## src/design/lcs_pkg.sv

```systemverilog
// Constants, types and segment helpers for the light curtain status indicators
package lcs_pkg;
    localparam int unsigned CLK_HZ = 200_000_000;
    localparam int unsigned CYC_PER_MS = CLK_HZ / 1000;
    localparam int unsigned SLOW_PERIOD_MS = 1000;
    localparam int unsigned FAST_PERIOD_MS = 100;
    localparam int unsigned SHORT_ON_MS = 100;
    localparam int unsigned RANGE_FLASH_MS = 10000;
    localparam int unsigned AUTO_RESET_MS = 10000;
    localparam int unsigned ALIGN_ENTER_MS = 5000;
    localparam int unsigned ALIGN_EXIT_MS = 5000;
    localparam int unsigned SLOW_CYC = CYC_PER_MS * SLOW_PERIOD_MS;
    localparam int unsigned FAST_CYC = CYC_PER_MS * FAST_PERIOD_MS;
    localparam int unsigned SHORT_ON_CYC = CYC_PER_MS * SHORT_ON_MS;
    localparam int unsigned RANGE_FLASH_CYC = CYC_PER_MS * RANGE_FLASH_MS;
    localparam int unsigned AUTO_RESET_CYC = CYC_PER_MS * AUTO_RESET_MS;
    localparam int unsigned ALIGN_ENTER_CYC = CYC_PER_MS * ALIGN_ENTER_MS;
    localparam int unsigned ALIGN_EXIT_CYC = CYC_PER_MS * ALIGN_EXIT_MS;
    localparam int unsigned CNT_W = 32;
    localparam logic [1:0] SYM_LAST = 2'h2;
    localparam logic [1:0] FLASH_ONE = 2'h1;
    localparam logic [1:0] FLASH_TWO = 2'h2;
    localparam logic [6:0] CODE_MAX = 7'h63;
    localparam int unsigned SEG_A = 0;
    localparam int unsigned SEG_D = 3;
    localparam int unsigned SEG_G = 6;
    localparam logic [6:0] SEG_ALL = 7'h7f;
    localparam logic [6:0] SEG_BLANK = 7'h00;
    localparam logic [6:0] SEG_T = 7'h78;
    localparam logic [6:0] SEG_F = 7'h71;
    localparam logic [6:0] SEG_E = 7'h79;
    localparam logic [6:0] SEG_U = 7'h3e;
    typedef enum logic [1:0] {
        PWR_SELFTEST = 2'b00,
        PWR_RESP = 2'b01,
        PWR_RUN = 2'b10
    } lcs_pwr_t;
    typedef enum logic [1:0] {
        ERR_NONE = 2'b00,
        ERR_FAIL = 2'b01,
        ERR_EXT = 2'b10,
        ERR_USE = 2'b11
    } lcs_err_t;
    // Bit order g f e d c b a
    function automatic logic [6:0] lcs_digit(input logic [3:0] d);
        case (d)
            4'h0: return 7'h3f;
            4'h1: return 7'h06;
            4'h2: return 7'h5b;
            4'h3: return 7'h4f;
            4'h4: return 7'h66;
            4'h5: return 7'h6d;
            4'h6: return 7'h7d;
            4'h7: return 7'h07;
            4'h8: return 7'h7f;
            4'h9: return 7'h6f;
            default: return SEG_BLANK;
        endcase
    endfunction
    // Half turn swaps a-d, b-e, c-f
    function automatic logic [6:0] lcs_rot(input logic [6:0] s);
        return {s[6], s[2], s[1], s[0], s[5], s[4], s[3]};
    endfunction
endpackage

```

## src/design/lcs_tmr_if.sv

```systemverilog
// Run and expiry pair for a timeout counter
`timescale 1ns/10ps
`default_nettype none
interface lcs_tmr_if;
    logic run;
    logic done;
    modport ctl (output run, input done);
    modport tmr (input run, output done);
endinterface
`default_nettype wire

```

## src/design/lcs_indicators.sv

```systemverilog
// Lamp and seven-segment drive for transmitter and receiver status
`timescale 1ns/10ps
`default_nettype none
// Overview of operation
// - Tx first lamp dark off, red on device error, else green.
// - Tx second lamp flashes 10 s on reduced range, else shows channel.
// - Rx first lamp red outputs off; slow red external, fast red internal.
// - Rx first lamp green outputs on; slow green flash on weak signal.
// - Yellow off: interlock disabled, released, or locked with field interrupted.
// - Yellow steady when interlock locked and ready.
// - Yellow flashes on open upstream circuit; 1 or 2 on changeover.
// - Blue off idle, steady when blanking taught, slow flash during muting.
// - Blue short flashes when teaching, muting restart needed, or override.
// - Normal display shows operating mode number one to six.
// - Display rotated half turn in modes 4 and 6, upright otherwise.
// - Power-up shows all segments during self test, then t and response time.
// - Error class letters: F internal, E external, U application usage.
// - Error shows letter then code digits, cycling while error persists.
// - Non-locking error auto recovers after 10 s without restarting outputs.
// - Locking error holds until power is removed.
// - Alignment mode when not aligned or field interrupted about 5 s.
// - Top, middle, bottom segments show upper, middle, lower field thirds.
// - Segment on all clear, flashing some clear, off all interrupted.
// - Field clear about 5 s leaves alignment mode back to mode number.
module lcs_indicators #(
    parameter int unsigned P_SLOW_CYC = lcs_pkg::SLOW_CYC,
    parameter int unsigned P_FAST_CYC = lcs_pkg::FAST_CYC,
    parameter int unsigned P_SHORT_ON_CYC = lcs_pkg::SHORT_ON_CYC,
    parameter int unsigned P_RANGE_FLASH_CYC = lcs_pkg::RANGE_FLASH_CYC,
    parameter int unsigned P_AUTO_RESET_CYC = lcs_pkg::AUTO_RESET_CYC,
    parameter int unsigned P_ALIGN_ENTER_CYC = lcs_pkg::ALIGN_ENTER_CYC,
    parameter int unsigned P_ALIGN_EXIT_CYC = lcs_pkg::ALIGN_EXIT_CYC
) (
    input wire logic i_clk_sys,
    input wire logic i_srst,
    input wire logic i_device_error,
    input wire logic i_reduced_range,
    input wire logic i_tx_channel2,
    input wire logic i_safety_switching_outputs_on,
    input wire logic i_external_fault,
    input wire logic i_internal_error,
    input wire logic i_weak_signal,
    input wire logic i_restart_interlock_en,
    input wire logic i_restart_interlock_locked,
    input wire logic i_field_clear,
    input wire logic i_linked_sensor_ok,
    input wire logic i_upstream_open,
    input wire logic i_upstream_changeover,
    input wire logic i_changeover_double,
    input wire logic i_blanking_taught,
    input wire logic i_muting_active,
    input wire logic i_teach_active,
    input wire logic i_muting_restart_req,
    input wire logic i_muting_override,
    input wire logic [2:0] i_op_mode,
    input wire logic i_selftest_done,
    input wire logic [6:0] i_response_time_ms,
    input wire logic i_err_event,
    input wire logic [1:0] i_err_class,
    input wire logic [6:0] i_err_code,
    input wire logic i_err_locking,
    input wire logic i_aligned,
    input wire logic [2:0] i_third_all_clear,
    input wire logic [2:0] i_third_any_clear,
    output logic o_tx_lamp1_red,
    output logic o_tx_lamp1_green,
    output logic o_tx_lamp2_green,
    output logic o_primary_status_lamp_red,
    output logic o_primary_status_lamp_green,
    output logic o_secondary_status_lamp,
    output logic o_function_status_lamp,
    output logic [6:0] o_seg,
    output logic o_error_active,
    output logic o_automatic_error_recovery
);
    logic slow_lamp;
    logic slow_wrap;
    logic fast_lamp;
    logic short_lamp;
    lcs_pkg::lcs_pwr_t pwr_q;
    lcs_pkg::lcs_err_t err_class_q;
    logic [6:0] err_code_q;
    logic err_lock_q;
    logic [1:0] sym_q;
    logic [1:0] flash_left_q;
    logic align_q;
    logic err_new;
    logic err_clear;
    logic ready;
    logic rot;
    logic tx1r_d;
    logic tx2_d;
    logic rxr_d;
    logic rxg_d;
    logic yel_d;
    logic blue_d;
    logic [6:0] seg_d;
    logic [6:0] base;
    logic [6:0] num;
    logic [3:0] tens;
    logic [3:0] units;

    lcs_tmr_if range_if ();
    lcs_tmr_if auto_if ();
    lcs_tmr_if enter_if ();
    lcs_tmr_if exit_if ();

    lcs_blinker #(.PERIOD(P_SLOW_CYC), .ON(P_SLOW_CYC / 2)) u_slow (
        .i_clk_sys(i_clk_sys),
        .i_srst(i_srst),
        .o_lamp(slow_lamp),
        .o_wrap(slow_wrap)
    );
    lcs_blinker #(.PERIOD(P_FAST_CYC), .ON(P_FAST_CYC / 2)) u_fast (
        .i_clk_sys(i_clk_sys),
        .i_srst(i_srst),
        .o_lamp(fast_lamp),
        .o_wrap()
    );
    lcs_blinker #(.PERIOD(P_SLOW_CYC), .ON(P_SHORT_ON_CYC)) u_short (
        .i_clk_sys(i_clk_sys),
        .i_srst(i_srst),
        .o_lamp(short_lamp),
        .o_wrap()
    );
    lcs_timer #(.CYCLES(P_RANGE_FLASH_CYC)) u_range (
        .i_clk_sys(i_clk_sys),
        .i_srst(i_srst),
        .bus(range_if.tmr)
    );
    lcs_timer #(.CYCLES(P_AUTO_RESET_CYC)) u_auto (
        .i_clk_sys(i_clk_sys),
        .i_srst(i_srst),
        .bus(auto_if.tmr)
    );
    lcs_timer #(.CYCLES(P_ALIGN_ENTER_CYC)) u_enter (
        .i_clk_sys(i_clk_sys),
        .i_srst(i_srst),
        .bus(enter_if.tmr)
    );
    lcs_timer #(.CYCLES(P_ALIGN_EXIT_CYC)) u_exit (
        .i_clk_sys(i_clk_sys),
        .i_srst(i_srst),
        .bus(exit_if.tmr)
    );

    // Range flash window counts from reset release
    assign range_if.run = 1'b1;
    assign auto_if.run = (err_class_q != lcs_pkg::ERR_NONE) && !err_lock_q;
    assign enter_if.run = !i_field_clear;
    assign exit_if.run = i_field_clear && i_aligned;

    // Locked error keeps its cause on show
    assign err_new = i_err_event && !err_lock_q && (i_err_class != 2'h0);
    assign err_clear = auto_if.done && !err_new;

    always_ff @(posedge i_clk_sys) begin
        if (i_srst) begin
            err_class_q <= lcs_pkg::ERR_NONE;
            err_code_q <= 7'h00;
            err_lock_q <= 1'b0;
        end else if (err_new) begin
            err_class_q <= lcs_pkg::lcs_err_t'(i_err_class);
            err_code_q <= (i_err_code > lcs_pkg::CODE_MAX) ? lcs_pkg::CODE_MAX : i_err_code;
            err_lock_q <= i_err_locking;
        end else if (err_clear) begin
            err_class_q <= lcs_pkg::ERR_NONE;
            err_code_q <= 7'h00;
        end
    end

    // Pulse makes the interlock relock
    always_ff @(posedge i_clk_sys) begin
        if (i_srst) begin
            o_automatic_error_recovery <= 1'b0;
        end else begin
            o_automatic_error_recovery <= err_clear;
        end
    end

    assign o_error_active = (err_class_q != lcs_pkg::ERR_NONE);

    always_ff @(posedge i_clk_sys) begin
        if (i_srst) begin
            pwr_q <= lcs_pkg::PWR_SELFTEST;
        end else begin
            case (pwr_q)
                lcs_pkg::PWR_SELFTEST: begin
                    if (i_selftest_done) begin
                        pwr_q <= lcs_pkg::PWR_RESP;
                    end
                end
                lcs_pkg::PWR_RESP: begin
                    if (slow_wrap && (sym_q == lcs_pkg::SYM_LAST)) begin
                        pwr_q <= lcs_pkg::PWR_RUN;
                    end
                end
                lcs_pkg::PWR_RUN: begin
                    pwr_q <= lcs_pkg::PWR_RUN;
                end
                default: begin
                    pwr_q <= lcs_pkg::PWR_SELFTEST;
                end
            endcase
        end
    end

    // One symbol per slow period
    always_ff @(posedge i_clk_sys) begin
        if (i_srst || err_new || (pwr_q == lcs_pkg::PWR_SELFTEST)) begin
            sym_q <= 2'h0;
        end else if (slow_wrap) begin
            sym_q <= (sym_q == lcs_pkg::SYM_LAST) ? 2'h0 : sym_q + 2'h1;
        end
    end

    // First flash may be short
    always_ff @(posedge i_clk_sys) begin
        if (i_srst) begin
            flash_left_q <= 2'h0;
        end else if (i_upstream_changeover) begin
            flash_left_q <= i_changeover_double ? lcs_pkg::FLASH_TWO : lcs_pkg::FLASH_ONE;
        end else if (slow_wrap && (flash_left_q != 2'h0)) begin
            flash_left_q <= flash_left_q - 2'h1;
        end
    end

    always_ff @(posedge i_clk_sys) begin
        if (i_srst) begin
            align_q <= 1'b0;
        end else if (!i_aligned || enter_if.done) begin
            align_q <= 1'b1;
        end else if (exit_if.done) begin
            align_q <= 1'b0;
        end
    end

    assign ready = i_restart_interlock_en && i_restart_interlock_locked && i_field_clear && i_linked_sensor_ok;
    assign rot = (i_op_mode == 3'h4) || (i_op_mode == 3'h6);
    assign num = (pwr_q == lcs_pkg::PWR_RESP) ? i_response_time_ms : err_code_q;
    assign tens = 4'(num / 7'h0a);
    assign units = 4'(num % 7'h0a);

    always_comb begin
        tx1r_d = i_device_error;
        tx2_d = (i_reduced_range && !range_if.done) ? slow_lamp : i_tx_channel2;
        rxr_d = 1'b0;
        rxg_d = 1'b0;
        if (i_internal_error) begin
            rxr_d = fast_lamp;
        end else if (i_external_fault) begin
            rxr_d = slow_lamp;
        end else if (i_safety_switching_outputs_on) begin
            rxg_d = i_weak_signal ? slow_lamp : 1'b1;
        end else begin
            rxr_d = 1'b1;
        end
        if (i_upstream_open) begin
            yel_d = slow_lamp;
        end else if (flash_left_q != 2'h0) begin
            yel_d = slow_lamp;
        end else begin
            yel_d = ready;
        end
        if (i_teach_active || i_muting_restart_req || i_muting_override) begin
            blue_d = short_lamp;
        end else if (i_muting_active) begin
            blue_d = slow_lamp;
        end else begin
            blue_d = i_blanking_taught;
        end
    end

    always_comb begin
        base = lcs_pkg::SEG_BLANK;
        case (pwr_q)
            lcs_pkg::PWR_SELFTEST: begin
                base = lcs_pkg::SEG_ALL;
            end
            lcs_pkg::PWR_RESP: begin
                case (sym_q)
                    2'h0: base = lcs_pkg::SEG_T;
                    2'h1: base = lcs_pkg::lcs_digit(tens);
                    default: base = lcs_pkg::lcs_digit(units);
                endcase
            end
            lcs_pkg::PWR_RUN: begin
                if (err_class_q != lcs_pkg::ERR_NONE) begin
                    case (sym_q)
                        2'h0: begin
                            case (err_class_q)
                                lcs_pkg::ERR_FAIL: base = lcs_pkg::SEG_F;
                                lcs_pkg::ERR_EXT: base = lcs_pkg::SEG_E;
                                default: base = lcs_pkg::SEG_U;
                            endcase
                        end
                        2'h1: base = lcs_pkg::lcs_digit(tens);
                        default: base = lcs_pkg::lcs_digit(units);
                    endcase
                end else if (align_q) begin
                    base[lcs_pkg::SEG_A] = i_third_all_clear[0] | (i_third_any_clear[0] & slow_lamp);
                    base[lcs_pkg::SEG_G] = i_third_all_clear[1] | (i_third_any_clear[1] & slow_lamp);
                    base[lcs_pkg::SEG_D] = i_third_all_clear[2] | (i_third_any_clear[2] & slow_lamp);
                end else begin
                    base = lcs_pkg::lcs_digit({1'b0, i_op_mode});
                end
            end
            default: begin
                base = lcs_pkg::SEG_BLANK;
            end
        endcase
        seg_d = rot ? lcs_pkg::lcs_rot(base) : base;
    end

    // Dark in reset, as unpowered
    always_ff @(posedge i_clk_sys) begin
        if (i_srst) begin
            o_tx_lamp1_red <= 1'b0;
            o_tx_lamp1_green <= 1'b0;
            o_tx_lamp2_green <= 1'b0;
            o_primary_status_lamp_red <= 1'b0;
            o_primary_status_lamp_green <= 1'b0;
            o_secondary_status_lamp <= 1'b0;
            o_function_status_lamp <= 1'b0;
            o_seg <= lcs_pkg::SEG_BLANK;
        end else begin
            o_tx_lamp1_red <= tx1r_d;
            o_tx_lamp1_green <= !tx1r_d;
            o_tx_lamp2_green <= tx2_d;
            o_primary_status_lamp_red <= rxr_d;
            o_primary_status_lamp_green <= rxg_d;
            o_secondary_status_lamp <= yel_d;
            o_function_status_lamp <= blue_d;
            o_seg <= seg_d;
        end
    end
endmodule // lcs_indicators
`default_nettype wire

```

## src/design/lcs_timer.sv

```systemverilog
// Timeout counter
`timescale 1ns/10ps
`default_nettype none
module lcs_timer #(
    parameter int unsigned CYCLES = 1
) (
    input wire logic i_clk_sys,
    input wire logic i_srst,
    lcs_tmr_if.tmr bus
);
    logic [lcs_pkg::CNT_W-1:0] cnt_q;

    // Any gap in run restarts the count
    always_ff @(posedge i_clk_sys) begin
        if (i_srst || !bus.run) begin
            cnt_q <= '0;
        end else if (cnt_q != lcs_pkg::CNT_W'(CYCLES)) begin
            cnt_q <= cnt_q + lcs_pkg::CNT_W'(1);
        end
    end

    assign bus.done = (cnt_q == lcs_pkg::CNT_W'(CYCLES));
endmodule // lcs_timer
`default_nettype wire

```

## src/design/lcs_blinker.sv

```systemverilog
// Free running flash generator
`timescale 1ns/10ps
`default_nettype none
module lcs_blinker #(
    parameter int unsigned PERIOD = 2,
    parameter int unsigned ON = 1
) (
    input wire logic i_clk_sys,
    input wire logic i_srst,
    output logic o_lamp,
    output logic o_wrap
);
    logic [lcs_pkg::CNT_W-1:0] cnt_q;
    logic last;

    assign last = (cnt_q == lcs_pkg::CNT_W'(PERIOD - 1));

    always_ff @(posedge i_clk_sys) begin
        if (i_srst || last) begin
            cnt_q <= '0;
        end else begin
            cnt_q <= cnt_q + lcs_pkg::CNT_W'(1);
        end
    end

    always_ff @(posedge i_clk_sys) begin
        if (i_srst) begin
            o_lamp <= 1'b0;
            o_wrap <= 1'b0;
        end else begin
            o_lamp <= last || (cnt_q < lcs_pkg::CNT_W'(ON - 1));
            o_wrap <= last;
        end
    end
endmodule // lcs_blinker
`default_nettype wire

```

## config.mk

```make
export PLATFORM = sky130hd
export DESIGN_NAME = lcs_indicators
export DESIGN_NICKNAME = d
export VERILOG_FILES = /design/src/design/lcs_pkg.sv /design/src/design/lcs_tmr_if.sv /design/src/design/lcs_indicators.sv /design/src/design/lcs_timer.sv /design/src/design/lcs_blinker.sv
export SDC_FILE = /design/constraint.sdc
export NUM_CORES = 1
export LEC_CHECK = 0
export ABC_AREA = 1
export BUFFER_PORTS_ARGS = -buffer_cell sky130_fd_sc_hd__buf_2
export CORE_MARGIN = 2
export CORE_UTILIZATION = 65
export DETAILED_ROUTE_END_ITERATION = 7
export PLACE_DENSITY = 0.84
export SLEW_MARGIN = 20
export SYNTH_ARGS = -nofsm -noshare
export SYNTH_HDL_FRONTEND = slang
export SYNTH_SLANG_ARGS = --single-unit
```

## constraint.sdc

```tcl
create_clock -name i_clk_sys -period 6.1 [get_ports i_clk_sys]
set_input_delay 0.61 -clock i_clk_sys [delete_from_list [all_inputs] [get_ports i_clk_sys]]
set_output_delay 0.61 -clock i_clk_sys [all_outputs]
set_load 0.02 [all_outputs]
```

== Yosys cells after proc, flatten, opt, wreduce, memory -nomap -nowiden ==
Memories as Yosys holds them, arrays and structs flattened.
Index checks and enable logic that the tools add are counted.

* Register bits after elaboration: 260
* Memory bits (read-only): 504
* Input port bits: 50
* Output and inout bits: 16
* Word-level logic and storage cells: 153
* Memories kept: 5

* Add/sub/neg operators: 9
* Div/mod/pow operators: 2
* Magnitude comparators: 4
* Eq/ne operators: 21
* Muxes and demuxes: 35
* Bitwise gates (word level): 7
* Reduce and logical (&&, ||, !) cells: 43

{| class="wikitable"
|+ Memory list
! memory !! words !! bits a word !! rd ports !! clocked after memory_dff !! wr ports !! RTL line !! source
|-
| (name not given) || 16 || 7 || 1 || 0 || 0 || lcs_pkg.sv:46 || <nowiki>case (d)</nowiki>
|-
| (name not given) || 16 || 7 || 1 || 0 || 0 || lcs_pkg.sv:46 ||
|-
| (name not given) || 16 || 7 || 1 || 0 || 0 || lcs_pkg.sv:46 ||
|-
| (name not given) || 16 || 7 || 1 || 0 || 0 || lcs_pkg.sv:46 ||
|-
| (name not given) || 8 || 7 || 1 || 0 || 0 || lcs_pkg.sv:46 ||
|}

{| class="wikitable"
|+ Operator list
! kind !! number
|-
| 32-bit by 1-bit adder with 32-bit output, second input constant || 7
|-
| 32-bit by 28-bit == test with 1-bit output, second input constant || 2
|-
| 32-bit by 30-bit == test with 1-bit output, second input constant || 2
|-
| 32-bit by 31-bit == test with 1-bit output, second input constant || 2
|-
| 32-bit by 30-bit != test with 1-bit output, second input constant || 2
|-
| 32-bit by 31-bit != test with 1-bit output, second input constant || 2
|-
| 7-bit one-hot mux with 2 select lines || 3
|-
| 7-bit 2-to-1 mux || 5
|-
| 32-bit by 25-bit == test with 1-bit output, second input constant || 1
|-
| 32-bit by 24-bit less-than comparator with 1-bit output, second input constant || 1
|-
| 32-bit by 25-bit less-than comparator with 1-bit output, second input constant || 1
|-
| 32-bit by 27-bit less-than comparator with 1-bit output, second input constant || 1
|-
| 7-bit one-hot mux with 3 select lines || 1
|-
| 2-bit 2-to-1 mux || 10
|-
| 1-bit logical OR || 15
|-
| 1-bit 2-to-1 mux || 14
|-
| 2-bit nonzero test || 6
|-
| 1-bit logical AND || 11
|-
| 7-bit by 4-bit divider with 7-bit output, second input constant || 1
|-
| 7-bit > comparator, second input constant || 1
|-
| 1-bit logical NOT || 7
|-
| 7-bit by 4-bit remainder unit with 7-bit output, second input constant || 1
|-
| 2-bit by 1-bit == test with 1-bit output, second input constant || 3
|-
| 2-bit == test, second input constant || 3
|-
| other kinds (12) || 19
|}

== Longest topological paths before layout ==
Gate-level depths: netlist of the first run.
An unclocked memory read counts as a cell.

* Word-level depth: 8
* Mapped depth: 38

== By module ==
Synthesis of the first run repeated with hierarchy kept, for this count alone.

* Cell total of the unflattened synthesis: 2,872
* Area total of the unflattened synthesis: 17,316.6 um^2

{| class="wikitable"
|+ By module, submodules not included
! module !! instances !! cells an instance !! area each (um^2) !! sequential area each (um^2)
|-
| lcs_timer (u_enter ...) || 2 || 352 || 2,108.3 || 640.6
|-
| lcs_indicators || 1 || 431 || 2,750.1 || 640.6
|-
| lcs_blinker (u_fast) || 1 || 353 || 2,180.8 || 680.7
|-
| lcs_timer (u_range) || 1 || 362 || 2,090.8 || 640.6
|-
| lcs_timer (u_auto) || 1 || 366 || 2,058.2 || 640.6
|-
| lcs_blinker (u_short) || 1 || 330 || 2,030.7 || 680.7
|-
| lcs_blinker (u_slow) || 1 || 326 || 1,989.4 || 680.7
|}

== Worst setup path after synthesis of the first run ==
Ideal clock, no wire load.

* Kind: register to register
* From: reg pwr_q[1]
* To: reg o_seg[3]
* Library setup time: 0.116 ns
* Arrival time: 3.334 ns
* Required time: 5.984 ns
* Slack: 2.650 ns
* Cell stages (with the launch flop): 34
* Cell sequence: dfxtp_1 > inv_1 > ha_1 > inv_2 > buf_6 > nand2_4 > nand2_4 > inv_2 > a21oi_2 > nand2_4 > nand3_2 > nand2_4 > nand2_4 > nand2_4 > nand2_4 > nand2_2 > nand2_1 > inv_2 > ha_1 > inv_1 > nand3_4 > nand3_4 > nand2_1 > nand2_4 > inv_2 > ha_1 > nand3b_1 > nand3_1 > nand2_1 > nand2_1 > nand2_1 > nand2_1 > a21oi_1 > nor2_2

* Word-level cells in the longest chain between the ends: 8
* Elaborated cells between the ends (all ways): 15
* Classes of those cells: 2 x div; 2 x eq/ne; 6 x mux; 1 x reduce/logical; 4 x memory

{| class="wikitable"
|+ Ends and longest elaborated chain
! what !! RTL line !! source
|-
| start, declared || lcs_indicators.sv:80 || <nowiki>lcs_pkg::lcs_pwr_t pwr_q;</nowiki>
|-
| start signal, assigned || lcs_indicators.sv:185 || <nowiki>pwr_q <= lcs_pkg::PWR_SELFTEST;</nowiki>
|-
| start signal, assigned || lcs_indicators.sv:190 || <nowiki>pwr_q <= lcs_pkg::PWR_RESP;</nowiki>
|-
| start signal, assigned || lcs_indicators.sv:195 || <nowiki>pwr_q <= lcs_pkg::PWR_RUN;</nowiki>
|-
| 2-bit by 1-bit == test with 1-bit output || lcs_indicators.sv:240, lcs_indicators.sv:276 ||
|-
| 7-bit 2-to-1 mux || lcs_indicators.sv:240 || <nowiki>assign num = (pwr_q == lcs_pkg::PWR_RESP) ? i_response_time_ms : err_code_q;</nowiki>
|-
| 7-bit by 4-bit remainder unit with 7-bit output / 7-bit by 4-bit divider with 7-bit output (equally long branches) || lcs_indicators.sv:242, lcs_indicators.sv:241 ||
|-
| memory 16 x 7 bit || n/a ||
|-
| 7-bit one-hot mux with 2 select lines || lcs_indicators.sv:289 || <nowiki>case (sym_q)</nowiki>
|-
| 7-bit 2-to-1 mux || lcs_indicators.sv:288 || <nowiki>if (err_class_q != lcs_pkg::ERR_NONE) begin</nowiki>
|-
| 7-bit one-hot mux with 3 select lines * || lcs_indicators.sv:276 || <nowiki>case (pwr_q)</nowiki>
|-
| 6-bit 2-to-1 mux * || lcs_indicators.sv:312 || <nowiki>seg_d = rot ? lcs_pkg::lcs_rot(base) : base;</nowiki>
|-
| end signal, assigned || lcs_indicators.sv:325 || <nowiki>o_seg <= lcs_pkg::SEG_BLANK;</nowiki>
|-
| end signal, assigned || lcs_indicators.sv:334 || <nowiki>o_seg <= seg_d;</nowiki>
|-
| end, declared || lcs_indicators.sv:72 || <nowiki>output logic [6:0] o_seg,</nowiki>
|}

Every way passes the cells marked *; elsewhere a longest branch is shown, timed or not.
A chain may end at the register's enable or synchronous reset.

== Final worst setup path of the first run ==
Same ends and word-level chain as after synthesis.

==> impl_results.md, run 1 <==
* Worst Path Max Fanout at 13
* Detailed Place HPWL at between 20000 and 25000 um
* GP Congestion at between 0.8 and 0.9
* Hold Vio Cnt, Final at 0
* Slowest CP cell: ha_1
* Switch share at 34.61%
* Post-layout util at roughly 74%
* Power per cell area at roughly 320 nW/um^2
* Sequential share of power at between 30% and 40%
* Fmax at around 0.23 GHz
* Drt total wl at around 29000 um
* Core Region at 20300 sq um
* Port buffer count at 65
* Skew-Pair Late Insertion Delay at 0.55 ns
* Synth-to-Final Area Change at 10.80%
* Critical path's largest stage delay at ~0.55 ns
* Root Buffer: clkbuf_16
* Ranking of synthesized cells by area: dfxtp_1, nand2_1, inv_1
* Synth cell count leaders: nand2_1, inv_1, dfxtp_1, a21oi_1, nor2_1
* Initial antenna violation count at 0
* Post-synthesis cell type count at 57
* Share of cells above drive strength 1 at 12.78%
* Synth warn at 0
* Max-cap violations at 0
* Leakage power at roughly 5.5 nW
* First-pass GRT wire length at 49000 um
* CP bufs+invs at 8
* Starting Density at roughly 66%
* Skew final at around 0.012 ns
* Yosys top cell by area: dfxtp_1
* Yosys reg bits at 260
* Largest net degree at the start of global routing at 47
* Die Wd at about 150 um
* CP dominant cell by count: nand2_1
* Post-layout minimum cycle time at roughly 4.4 ns
* Pins Over Slew Limit at 0
* NumNets Final at just over 2000
* Worst hold-check path type: input pin to register
* Iter 0 DRT Violations at ~700
* Vias in the first global route at 11640
* Crit path DAT at approximately 4.8 ns
* CTS tree: yes
* CP required at approximately 6.5 ns
* CTS buffer count at 28
* Avg WL per Cell at between 10 and 15 um
* FF/Latch Area at approximately 5200 sq um
* Placed cells at 2192
* # IOs at between 60 and 70
* Number of enable flip-flop cells after synthesis at 0
* Vias at around 12000
* Clock Path Buffers at 3
* Drt via density at 5.480
* NetSw at 0.001658 W
* Internal Power at about 0.0031 W
* Synthesized instance count at 1878
* Die Area at 21920 sq um
* Sequential fraction of the synthesis area at 38.58%
* Synth top area share at 38.58%
* Clk network pwr share at ~33%
* Fillers at around 1600
* Die height at around 150 um
* Multi-input gate area at about 7000 sq um
* CP Class: register to register
* Post_cts resized at 0
* RSZ-0062 raised after global routing: false
* Leading register cell type out of synthesis: dfxtp_1
* Grt ovf at 0
* Clock slew at reported path FFs at approximately 0.060 ns
* H-Tree Depth at 1
* Comb pwr share at ~30%
* DRC Markers at 0
* Antenna cells at 0
* Pre-Repair DR Iteration Count at 6
* Antenna-violating nets left at 0
* Syn_nets at 1962
* Finish-stage setup viols at 0
* Slew @ Worst Pin at around 0.82 ns
* Setup_tns at 0 ns
* Synth Area per Inst at between 7 and 8 sq um
* CP top delay family: simple AND/OR/NAND/NOR gates
* Max IR drop VDD at around 0.00027 V
* FFs w/ async S/R, synth at 0%
* Status: complete, no violations
* GRT Total Usage at roughly a quarter
* Slew headroom at between 40 and 50%
* Post-CTS Repair Setup Buffers at 0
* Cell with the most instances after synthesis: nand2_1
* Critical Path Source Type: register
* Rows at 52
* Mapped cell area at roughly 13000 sq um
* Post-Layout Cell Count at ~2200
* Hold_buf cts at 0
* Worst Setup End Kind: register
* Period utilization at 71.32%
* Clk sinks at 260
flip-flops by register name, summed over array words and instances, names as in the netlist, 7 cells and up:
signal / cells
u_short.cnt_q: 32
o_seg: 7
u_enter.cnt_q: 32
u_exit.cnt_q: 32
u_auto.cnt_q: 32
u_range.cnt_q: 32
err_code_q: 7
u_slow.cnt_q: 32
u_fast.cnt_q: 32
metal layers:
layer	wire [um]	GRT usage, %
met1	12690	31.61
met2	13920	46.57
met3	1343	3.712
met4	651	7.429
met5	0	0
layout make-up:
cell class                 instances  share of cell area [%]
multi-input combinational       1277                   46.72
sequential                       260                   34.82
inverter                         315                   7.909
clock buffer                      39                   5.298
timing repair buffer              70                   2.427
tap                              270                   2.260
clock inverter                    11                  0.5691
through the flow:
| stage | hold slack, ns | power [W] | instance area, sq um | worst slack (ns) |
|---|---|---|---|---|
| floorplan | 0.4175 | 0.002955 | 13490 | 2.650 |
| global placement | 0.4294 | 0.003142 | 14070 | 1.981 |
| detailed placement | 0.4389 | 0.003212 | 14070 | 1.791 |
| CTS | 0.2165 | 0.004802 | 14950 | 1.762 |
| global route | 0.2381 | 0.005054 | 14950 | 1.362 |
| finish | 0.2417 | 0.004791 | 14950 | 1.749 |
worst reg2reg max path: cells and delay by family (launching register included):
| family | cells | cell delay (ns) |
|---|---|---|
| DFF | 1 | 0.32 |
| buffers and inverters | 8 | 0.85 |
| AOI/OAI and AO/OA | 1 | 0.15 |
| adders and majority gates | 3 | 0.96 |
| and+or+nand+nor | 23 | 1.97 |
worst paths after layout:
kind / from / end / slack [ns] / cells after the start
worst max-delay path: pwr_q[1] / o_seg[3] / 1.75 / 35
worst min-delay path: i_weak_signal / o_primary_status_lamp_green / 0.24 / 2
worst max register to register: pwr_q[1] / o_seg[3] / 1.75 / 35
worst min register to register: u_short.cnt_q[0] / u_short.cnt_q[0] / 0.44 / 1
kinds of logic after synthesis:
family / synth area share, %
compound gates: 15.18
buf+inv: 9.691
flops: 38.58
xor+xnor: 1.363
simple gates: 32.03
fa+ha+maj: 3.153
power by group through the flow:
stage | Sequential [W] | Combinational [W] | Clock [W]
finish | 0.00176 | 0.00144 | 0.00159
global route | 0.00176 | 0.00160 | 0.00169
CTS | 0.00176 | 0.00142 | 0.00162
detailed placement | 0.00180 | 0.00141 | 0
global placement | 0.00180 | 0.00134 | 0
floorplan | 0.00182 | 0.00113 | 0
cell usage in the layout (no fill, tap or decap), types with 4 or more instances in the layout:
cell type and count:
nor3_1 102, a221oi_1 6, nor3_4 8, inv_2 25, buf_2 65, o21ai_1 8, nor3_2 9, nor2_1 178
nor4_1 33, clkbuf_16 28, nand3b_1 4, nor2_2 26, nand2_2 10, nand3_1 73, nor3b_1 17, o21ai_2 4
ha_1 34, clkbuf_8 5, dfxtp_1 260, nor2_4 6, nand3_2 18, nand4_1 44, a31oi_1 8, clkinv_2 8
o21a_1 21, or2_1 4, a211oi_1 5, inv_1 287, a21oi_1 183, buf_4 5, o21ai_0 114, clkbuf_1 6
xor2_1 19, nand2_1 289, nand2_4 14
Power figures use the tool's default switching activity.
==> run 2: changes to the inputs <==
--- a/config.mk
+++ b/config.mk
@@ -5,12 +5,12 @@
 export SDC_FILE = /design/constraint.sdc
 export NUM_CORES = 1
 export LEC_CHECK = 0
-export ABC_AREA = 1
+export ABC_AREA = 0
 export BUFFER_PORTS_ARGS = -buffer_cell sky130_fd_sc_hd__buf_2
 export CORE_MARGIN = 2
-export CORE_UTILIZATION = 65
+export CORE_UTILIZATION = 56
 export DETAILED_ROUTE_END_ITERATION = 7
-export PLACE_DENSITY = 0.84
+export PLACE_DENSITY = 0.77
 export SLEW_MARGIN = 20
 export SYNTH_ARGS = -nofsm -noshare
 export SYNTH_HDL_FRONTEND = slang
==> constraint.sdc (replaced) <==
create_clock -name i_clk_sys -period 3.81 [get_ports i_clk_sys]
set_input_delay 0.381 -clock i_clk_sys [delete_from_list [all_inputs] [get_ports i_clk_sys]]
set_output_delay 0.381 -clock i_clk_sys [all_outputs]
set_load 0.02 [all_outputs]
==> run 2 against run 1 <==
  * The flow now finishes with violations (negative setup slack)
  * Design area up 2.6%
  * Combinational power is 97% higher
  * Maximum frequency grew 7.7%
  * Highest routed layer unchanged
  * Sequential share of layout area is 0.89 points lower
  * Critical path type unchanged
  * Synthesized cell count decreased by 13%
  * Wire length is 1.2% higher
  * Power up 76%
  * Synthesized area shrank 2.5%
  * Global-route usage fell by 2.7 points
  * Cell count is 8.3% lower
  * Utilization decreased by 7.7 points
  * First-iteration DRC count down 13%
==> impl_results.md, run 2 <==
* Largest net degree at the start of global routing at 33
* Synth-to-Final Area Change at 16.61%
* Commonest non-fill, non-tap cell in the layout: nor2_1
* FF-to-FF path depth at 22
* Status: finished, violations left
* M2 GR Usage at approximately two fifths
* Mapped cell area at around 13000 sq um
* Final Cell Area at about 15000 sq um
* Synth warn at 0
* Crit path cell chain: inv_2 > ha_4 > buf_12 > buf_6 > mux2_4 > nand3_2 > a221oi_2 > a211o_1 > inv_2 > ha_4 > buf_6 > a21oi_2 > or3_4 > a21o_1 > o211ai_1 > inv_2 > buf_6 > ha_4 > nand2_2 > mux2_4 > a41oi_2 > mux2_4
* Worst hold-check path type: input pin to register
* Worst Hold End: o_primary_status_lamp_green
* Critical path's largest stage delay at roughly 0.42 ns
* Synth top area share at a little under 40%
* CTS tree: yes
* Hold Vio Cnt, Final at 0
* Clock slew at reported path FFs at around 0.060 ns
* Power per cell area at roughly 550 nW/um^2
* Reg-to-reg slack, setup at -0.23 ns
* Number of enable flip-flop cells after synthesis at 0
* First-pass GRT wire length at between 40000 and 50000 um
* Leakage power at approximately 5.6 nW
* Leading register cell type out of synthesis: dfxtp_1
* RSZ-0062 raised after global routing: true
* Synth cell count leaders: nor2_1, dfxtp_1, nand2_1, xor2_1, nand3_1
* Slew @ Worst Pin at 1.040 ns
* Slowest CP cell: or3_4
* Antenna cells at 0
* Hold path cells at 2
* Yosys top cell by area: dfxtp_1
* Max-cap violations at 0
* Sequential fraction of the synthesis area at about two fifths
* Mux contribution to synthesized area at 2.054%
* Post-synthesis cell type count at 76
* Compound-Gate Fraction of Synth Area at a little over a tenth
* Final worst slack at -0.2286 ns
* Fmax at roughly 0.25 GHz
* Detailed Place HPWL at 19800 um
* Antenna-violating nets left at 0
* Worst Setup End Kind: register
* WHS at 0.02553 ns
* Yosys reg bits at 260
* Cell with the most instances after synthesis: nor2_1
* Pins Over Slew Limit at 0
* Core Region at 23260 sq um
* Avg WL per Cell at ~14 um
* FFs w/ async S/R, synth at 0%
* Die height at around 160 um
* Share of cells above drive strength 1 at approximately 14%
* Syn_nets at approximately 1700
* Slew headroom at a little under a third
* Port buffer count at 65
* CP Class: register to register
* Starting Density at about 57%
* Worst Path Max Fanout at 5
* GR Util met1 at a little under a third
* Skew-Pair Late Insertion Delay at between 0.5 and 0.6 ns
* CTS buffer count at 28
* Crit path DAT at 4.45 ns
* Critical Path Source Type: register
* Post-layout minimum cycle time at approximately 4.0 ns
* Place WS at -0.2080 ns
* Rows at 56
* Vias in the first global route at 10570
* Reg2reg end: o_seg[1]
* DRC Markers at 0
* Met3 Use GR at 3.634%
* Dpl cell area at 14040 sq um
* Drt via density at 5.541
* Clock Path Buffers at 3
* Period utilization at 106.0%
* Hold Crit Start: i_weak_signal
* Simple-Gate Fraction of Synth Area at ~28%
* Drt total wl at 28950 um
* Crit Reg-Reg Startpoint: pwr_q[1]
* Initial antenna violation count at 0
* CP required at approximately 4.2 ns
* Skew final at approximately 0.016 ns
* Post-synthesis xor/xnor area fraction at 12.78%
* Most frequent cells in the layout: nor2_1, dfxtp_1, nand2_1
* Adder-Cell Fraction of Synth Area at roughly 3.3%
* Finish-stage setup viols at 7
* NumNets Final at around 1800
* Clk sinks at 260
* Ranking of synthesized cells by area: dfxtp_1, xor2_1, nor2_1
* Iter 0 DRT Violations at between 600 and 700
* # IOs at 66
* Pre-Repair DR Iteration Count at 5
* GR peak layer: met2
* Root Buffer: clkbuf_16
* Synth Area per Inst at between 8 and 9 sq um
* Synthesized instance count at 1626
* GP Congestion at 0.9142
* Max IR drop VDD at 0.0004193 V
* H-Tree Depth at 1
* Grt ovf at 0
* Die Wd at 157.3 um
* Vias at 11390
* Largest family of logic cells by synthesized area: simple AND/OR/NAND/NOR gates
* Failing checks: negative setup slack
* Die Area at around 25000 sq um
* GRT Total Usage at roughly 23%
==> run 2: cell count changes after synthesis, sizes merged, moves of 15 or more <==
cell    before  now
clkbuf      21   54
nor3       119   32
mux2i        0   15
inv        312   53
o21ai      126   52
xor2        19  129
nand2      313  150
and3         3   45
xnor2        2   63
nor2       210  292
or3          0   31
a21oi      184   79
nor3b       17    1
==> run 2: cell type report <==
type	count	area (sq um)
clock buffers	39	813.3
well taps	319	399.1
fillers	1945	7919
multi-input cells	1253	7810
repair buffers	121	783.3
flip-flops and latches	260	5206
clock inverters	11	132.6
inverters	53	198.9
==> run 2: kinds of logic (layout without fill, tap and decap cells) <==
logic type	after synthesis	in the layout
adders and majority gates	35	35
AOI/OAI and AO/OA	222	222
xor gates and xnor gates	192	192
DFF	260	260
muxes	24	24
and+or+nand+nor	780	780
buffers and inverters	113	224
==> run 2: critical path: cells and delay by family, from the launching register on <==
family,cells,cell delay (ns)
adders and majority gates,3,0.46
muxes,3,0.76
buffers and inverters,7,0.78
AOI/OAI and AO/OA,6,1.04
and+or+nand+nor,3,0.55
DFF,1,0.33
==> run 2: worst max path at each step <==
| stage | from | to | slack (ns) | cells past startpoint |
|---|---|---|---|---|
| global route | pwr_q[1] | o_seg[0] | -0.37 | 23 |
| floorplan | pwr_q[1] | o_seg[1] | -0.12 | 21 |
| detailed placement | pwr_q[0] | o_seg[3] | -0.21 | 20 |
| global placement | pwr_q[0] | o_seg[1] | -0.04 | 19 |
| CTS | pwr_q[1] | o_seg[0] | -0.08 | 23 |
| finish | pwr_q[1] | o_seg[1] | -0.23 | 22 |
==> run 2: stage by stage <==
step | power [W] | instances | util (%) | TNS (ns)
2_1_floorplan | 0.004484 | 1626 | - | -0.4646
3_3_place_gp | 0.005210 | 1995 | 60.29 | -0.1706
3_5_place_dp | 0.005224 | 1996 | 60.36 | -1.040
4_1_cts | 0.008160 | 2053 | 65.10 | -0.2231
5_1_grt | 0.008822 | 2056 | 65.96 | -1.897
6_report | 0.008436 | 2056 | 65.96 | -1.018
==> run 2: timing repair <==
| action | 4_1_cts | 5_1_grt |
|---|---|---|
| pin swaps | 15 | 15 |
| setup buffers | 6 | 3 |
| gates resized for setup | 21 | 33 |
| hold buffers | 1 | 0 |
| endpoints found under the setup margin | 7 | 7 |
| hold endpoints to repair | 1 | 0 |
==> run 2: where the power goes <==
part           total (W)  internal [W]  switching, W
registers        0.00284       0.00280     0.0000455
logic            0.00284       0.00129       0.00156
clock network    0.00275       0.00168       0.00107
total            0.00844       0.00577       0.00267
==> run 2: per-layer routing <==
metal / share of wire [%] / vias up
li1: - / 5785
met1: 46 / 5319
met2: 47 / 226
met3: 4.5 / 62
met4: 2.4 / 0
met5: 0 / -
==> run 3: changes to the inputs <==
--- a/config.mk
+++ b/config.mk
@@ -6,11 +6,12 @@
 export NUM_CORES = 1
 export LEC_CHECK = 0
 export ABC_AREA = 0
+export ABC_CLOCK_PERIOD_IN_PS = 3810
 export BUFFER_PORTS_ARGS = -buffer_cell sky130_fd_sc_hd__buf_2
 export CORE_MARGIN = 2
 export CORE_UTILIZATION = 56
 export DETAILED_ROUTE_END_ITERATION = 7
-export PLACE_DENSITY = 0.77
+export PLACE_DENSITY = 0.73
 export SLEW_MARGIN = 20
 export SYNTH_ARGS = -nofsm -noshare
 export SYNTH_HDL_FRONTEND = slang
==> run 3 against run 2 <==
  * The flow still finishes with violations (negative setup slack)
  * Global-route usage shrank 0.39 points
  * Non-clock buffer count increased by 12
  * Critical path depth increased by 1
  * Worst setup slack improved by 0.13 ns
  * Register-to-register slack improved by 0.13 ns
  * Sequential share of layout area shrank 0.16 points
  * Flip-flop and latch count unchanged
  * Clock power up 2%
  * Critical endpoint is now o_seg[4]
  * Highest routed layer unchanged
==> impl_results.md, run 3 (synthesized netlist as in run 2, its figures left out) <==
* Place WS at -0.2843 ns
* Leakage power at around 5.7 nW
* Share of cells above drive strength 1 at 13.93%
* Initial antenna violation count at 0
* Crit Reg-Reg Startpoint: pwr_q[1]
* Die height at 157.3 um
* Largest net degree at the start of global routing at 48
* GP Congestion at 0.8809
* FF-to-FF path depth at 23
* Die Wd at 157.3 um
* H-Tree Depth at 1
* Worst Path Max Fanout at 5
* Detailed Place HPWL at roughly 19000 um
* Clk sinks at 260
* Finish-stage setup viols at 6
* Synth-to-Final Area Change at 17.15%
* Drt via density at approximately 5.5
* Core Region at around 23000 sq um
* Fmax at 0.2556 GHz
* GRT Total Usage at roughly 23%
* Starting Density at a little under three fifths
* GR Util met1 at around 30%
* CTS buffer count at 28
* RSZ-0062 raised after global routing: true
* CTS tree: yes
* Vias in the first global route at just over 10000
* Slew @ Worst Pin at ~1.1 ns
* Power per cell area at roughly 550 nW/um^2
* Dpl cell area at 14040 sq um
* Final worst slack at -0.1027 ns
* Post-Layout Cell Count at a little over 2000
* Port buffer count at 65
* First-pass GRT wire length at ~47000 um
* Hold Vio Cnt, Final at 0
* Final Cell Area at around 15000 sq um
* Die Area at ~25000 sq um
* WHS at around 0.027 ns
* Max-cap violations at 0
* Commonest non-fill, non-tap cell in the layout: nor2_1
* Avg WL per Cell at 13.71 um
* Max IR drop VDD at ~0.00040 V
* Grt ovf at 0
* Root Buffer: clkbuf_16
* Met3 Use GR at 2.919%
* M2 GR Usage at around 38%
* DRC Markers at 0
* Pre-Repair DR Iteration Count at 5
* Skew final at 0.01129 ns
* Clock Path Buffers at 3
* Failing checks: negative setup slack
* CP startpoint: pwr_q[1]
* # IOs at 66
* Post-layout minimum cycle time at 3.913 ns
* Rows at 56
* Critical Path Source Type: register
* Slew headroom at 29.83%
* Fillers at 1925
* Crit path DAT at 4.35 ns
* Iter 0 DRT Violations at 714
* Reg-to-reg slack, setup at -0.10 ns
* Placed cells at 1997
* Reg2reg end: o_seg[4]
* Antenna cells at 0
* CP required at between 4 and 5 ns
* Most frequent cells in the layout: nor2_1, dfxtp_1, nand2_1
* Status: finished, violations left
* Vias at 11370
* CP Class: register to register
* Worst hold-check path type: input pin to register
* CP Capture Point: o_seg[4]
* Clock slew at reported path FFs at about 0.06 ns
* NumNets Final at about 1800
* Drt total wl at around 28000 um
* Pins Over Slew Limit at 0
* Antenna-violating nets left at 0
* Worst Setup End Kind: register
* Skew-Pair Late Insertion Delay at about 0.54 ns
* GR peak layer: met2
* Period utilization at 102.7%
==> run 3: cell types whose count changed in the layout (fill, tap and decap cells not counted), moves of 3 or more <==
cell / delta
clkinvlp_4: +3
buf_4: +11
nand3_1: -3
a21oi_2: -3
nand3_2: +3
clkbuf_1: -3
a21oi_1: +4
clkbuf_8: -3
clkinv_2: +3
==> run 3: area by class of cell <==
class	instances	area (sq um)	area share (%)
Inverter	53	201.4	1.307
Clock inverter	19	209.0	1.356
Tap cell	319	399.1	2.589
Sequential cell	260	5206	33.77
Multi-Input combinational cell	1253	7766	50.38
Clock buffer	33	760.7	4.935
Timing Repair Buffer	133	872.1	5.657
==> run 3: what timing repair did <==
item,in CTS,in global routing
endpoints found under the hold margin,2,0
endpoints found under the setup margin,7,7
buffers inserted,11,9
hold buffers,2,0
resized for setup,27,21
pin swaps,19,5
==> run 3: worst max-delay path: stages (launching register included) <==
cell,delay [ns]
dfxtp_2,0.32
inv_2,0.07
ha_4,0.19
buf_12,0.13
mux2_4,0.33
nand3_2,0.07
a221oi_2,0.06
a211o_1,0.32
inv_2,0.09
ha_4,0.14
a21oi_2,0.03
a311oi_1,0.20
o221ai_1,0.22
buf_4,0.19
a21o_1,0.15
o211ai_1,0.16
buf_4,0.18
inv_4,0.06
buf_6,0.11
ha_4,0.15
nand2_2,0.05
mux2_4,0.14
a41oi_2,0.13
mux2_4,0.31
==> run 3: worst min-delay path by stage <==
stage,startpoint,to,slack (ns),cells past startpoint
after floorplan,u_fast.cnt_q[0],u_fast.cnt_q[0],0.41,1
after global placement,u_fast.cnt_q[0],u_fast.cnt_q[0],0.42,1
after detailed placement,u_fast.cnt_q[0],u_fast.cnt_q[0],0.43,1
after CTS,i_changeover_double,flash_left_q[0],0.02,2
after global routing,i_changeover_double,flash_left_q[0],0.03,2
final,i_changeover_double,flash_left_q[0],0.03,2
==> run 3: layer usage <==
metal	vias up	share of wire, %
li1	5824	-
met3	54	4.4
met4	0	2.7
met5	-	0
met1	5248	46
met2	242	47
==> run 3: power breakdown <==
part	leakage (nW)	switching, W	internal [W]	total (W)
Sequential	2.10	0.0000438	0.00280	0.00284
Combinational	3.08	0.00152	0.00129	0.00281
Clock	0.474	0.00111	0.00170	0.00281
==> run 3: metrics by stage <==
step                power [W]  TNS, ns  util (%)
global placement     0.005195  -0.5810     60.36
CTS                  0.008219  -0.1325     65.50
detailed placement   0.005197   -1.392     60.36
global route         0.008836   -1.888     66.27
finish               0.008457  -0.3093     66.27
floorplan            0.004484  -0.4646         -
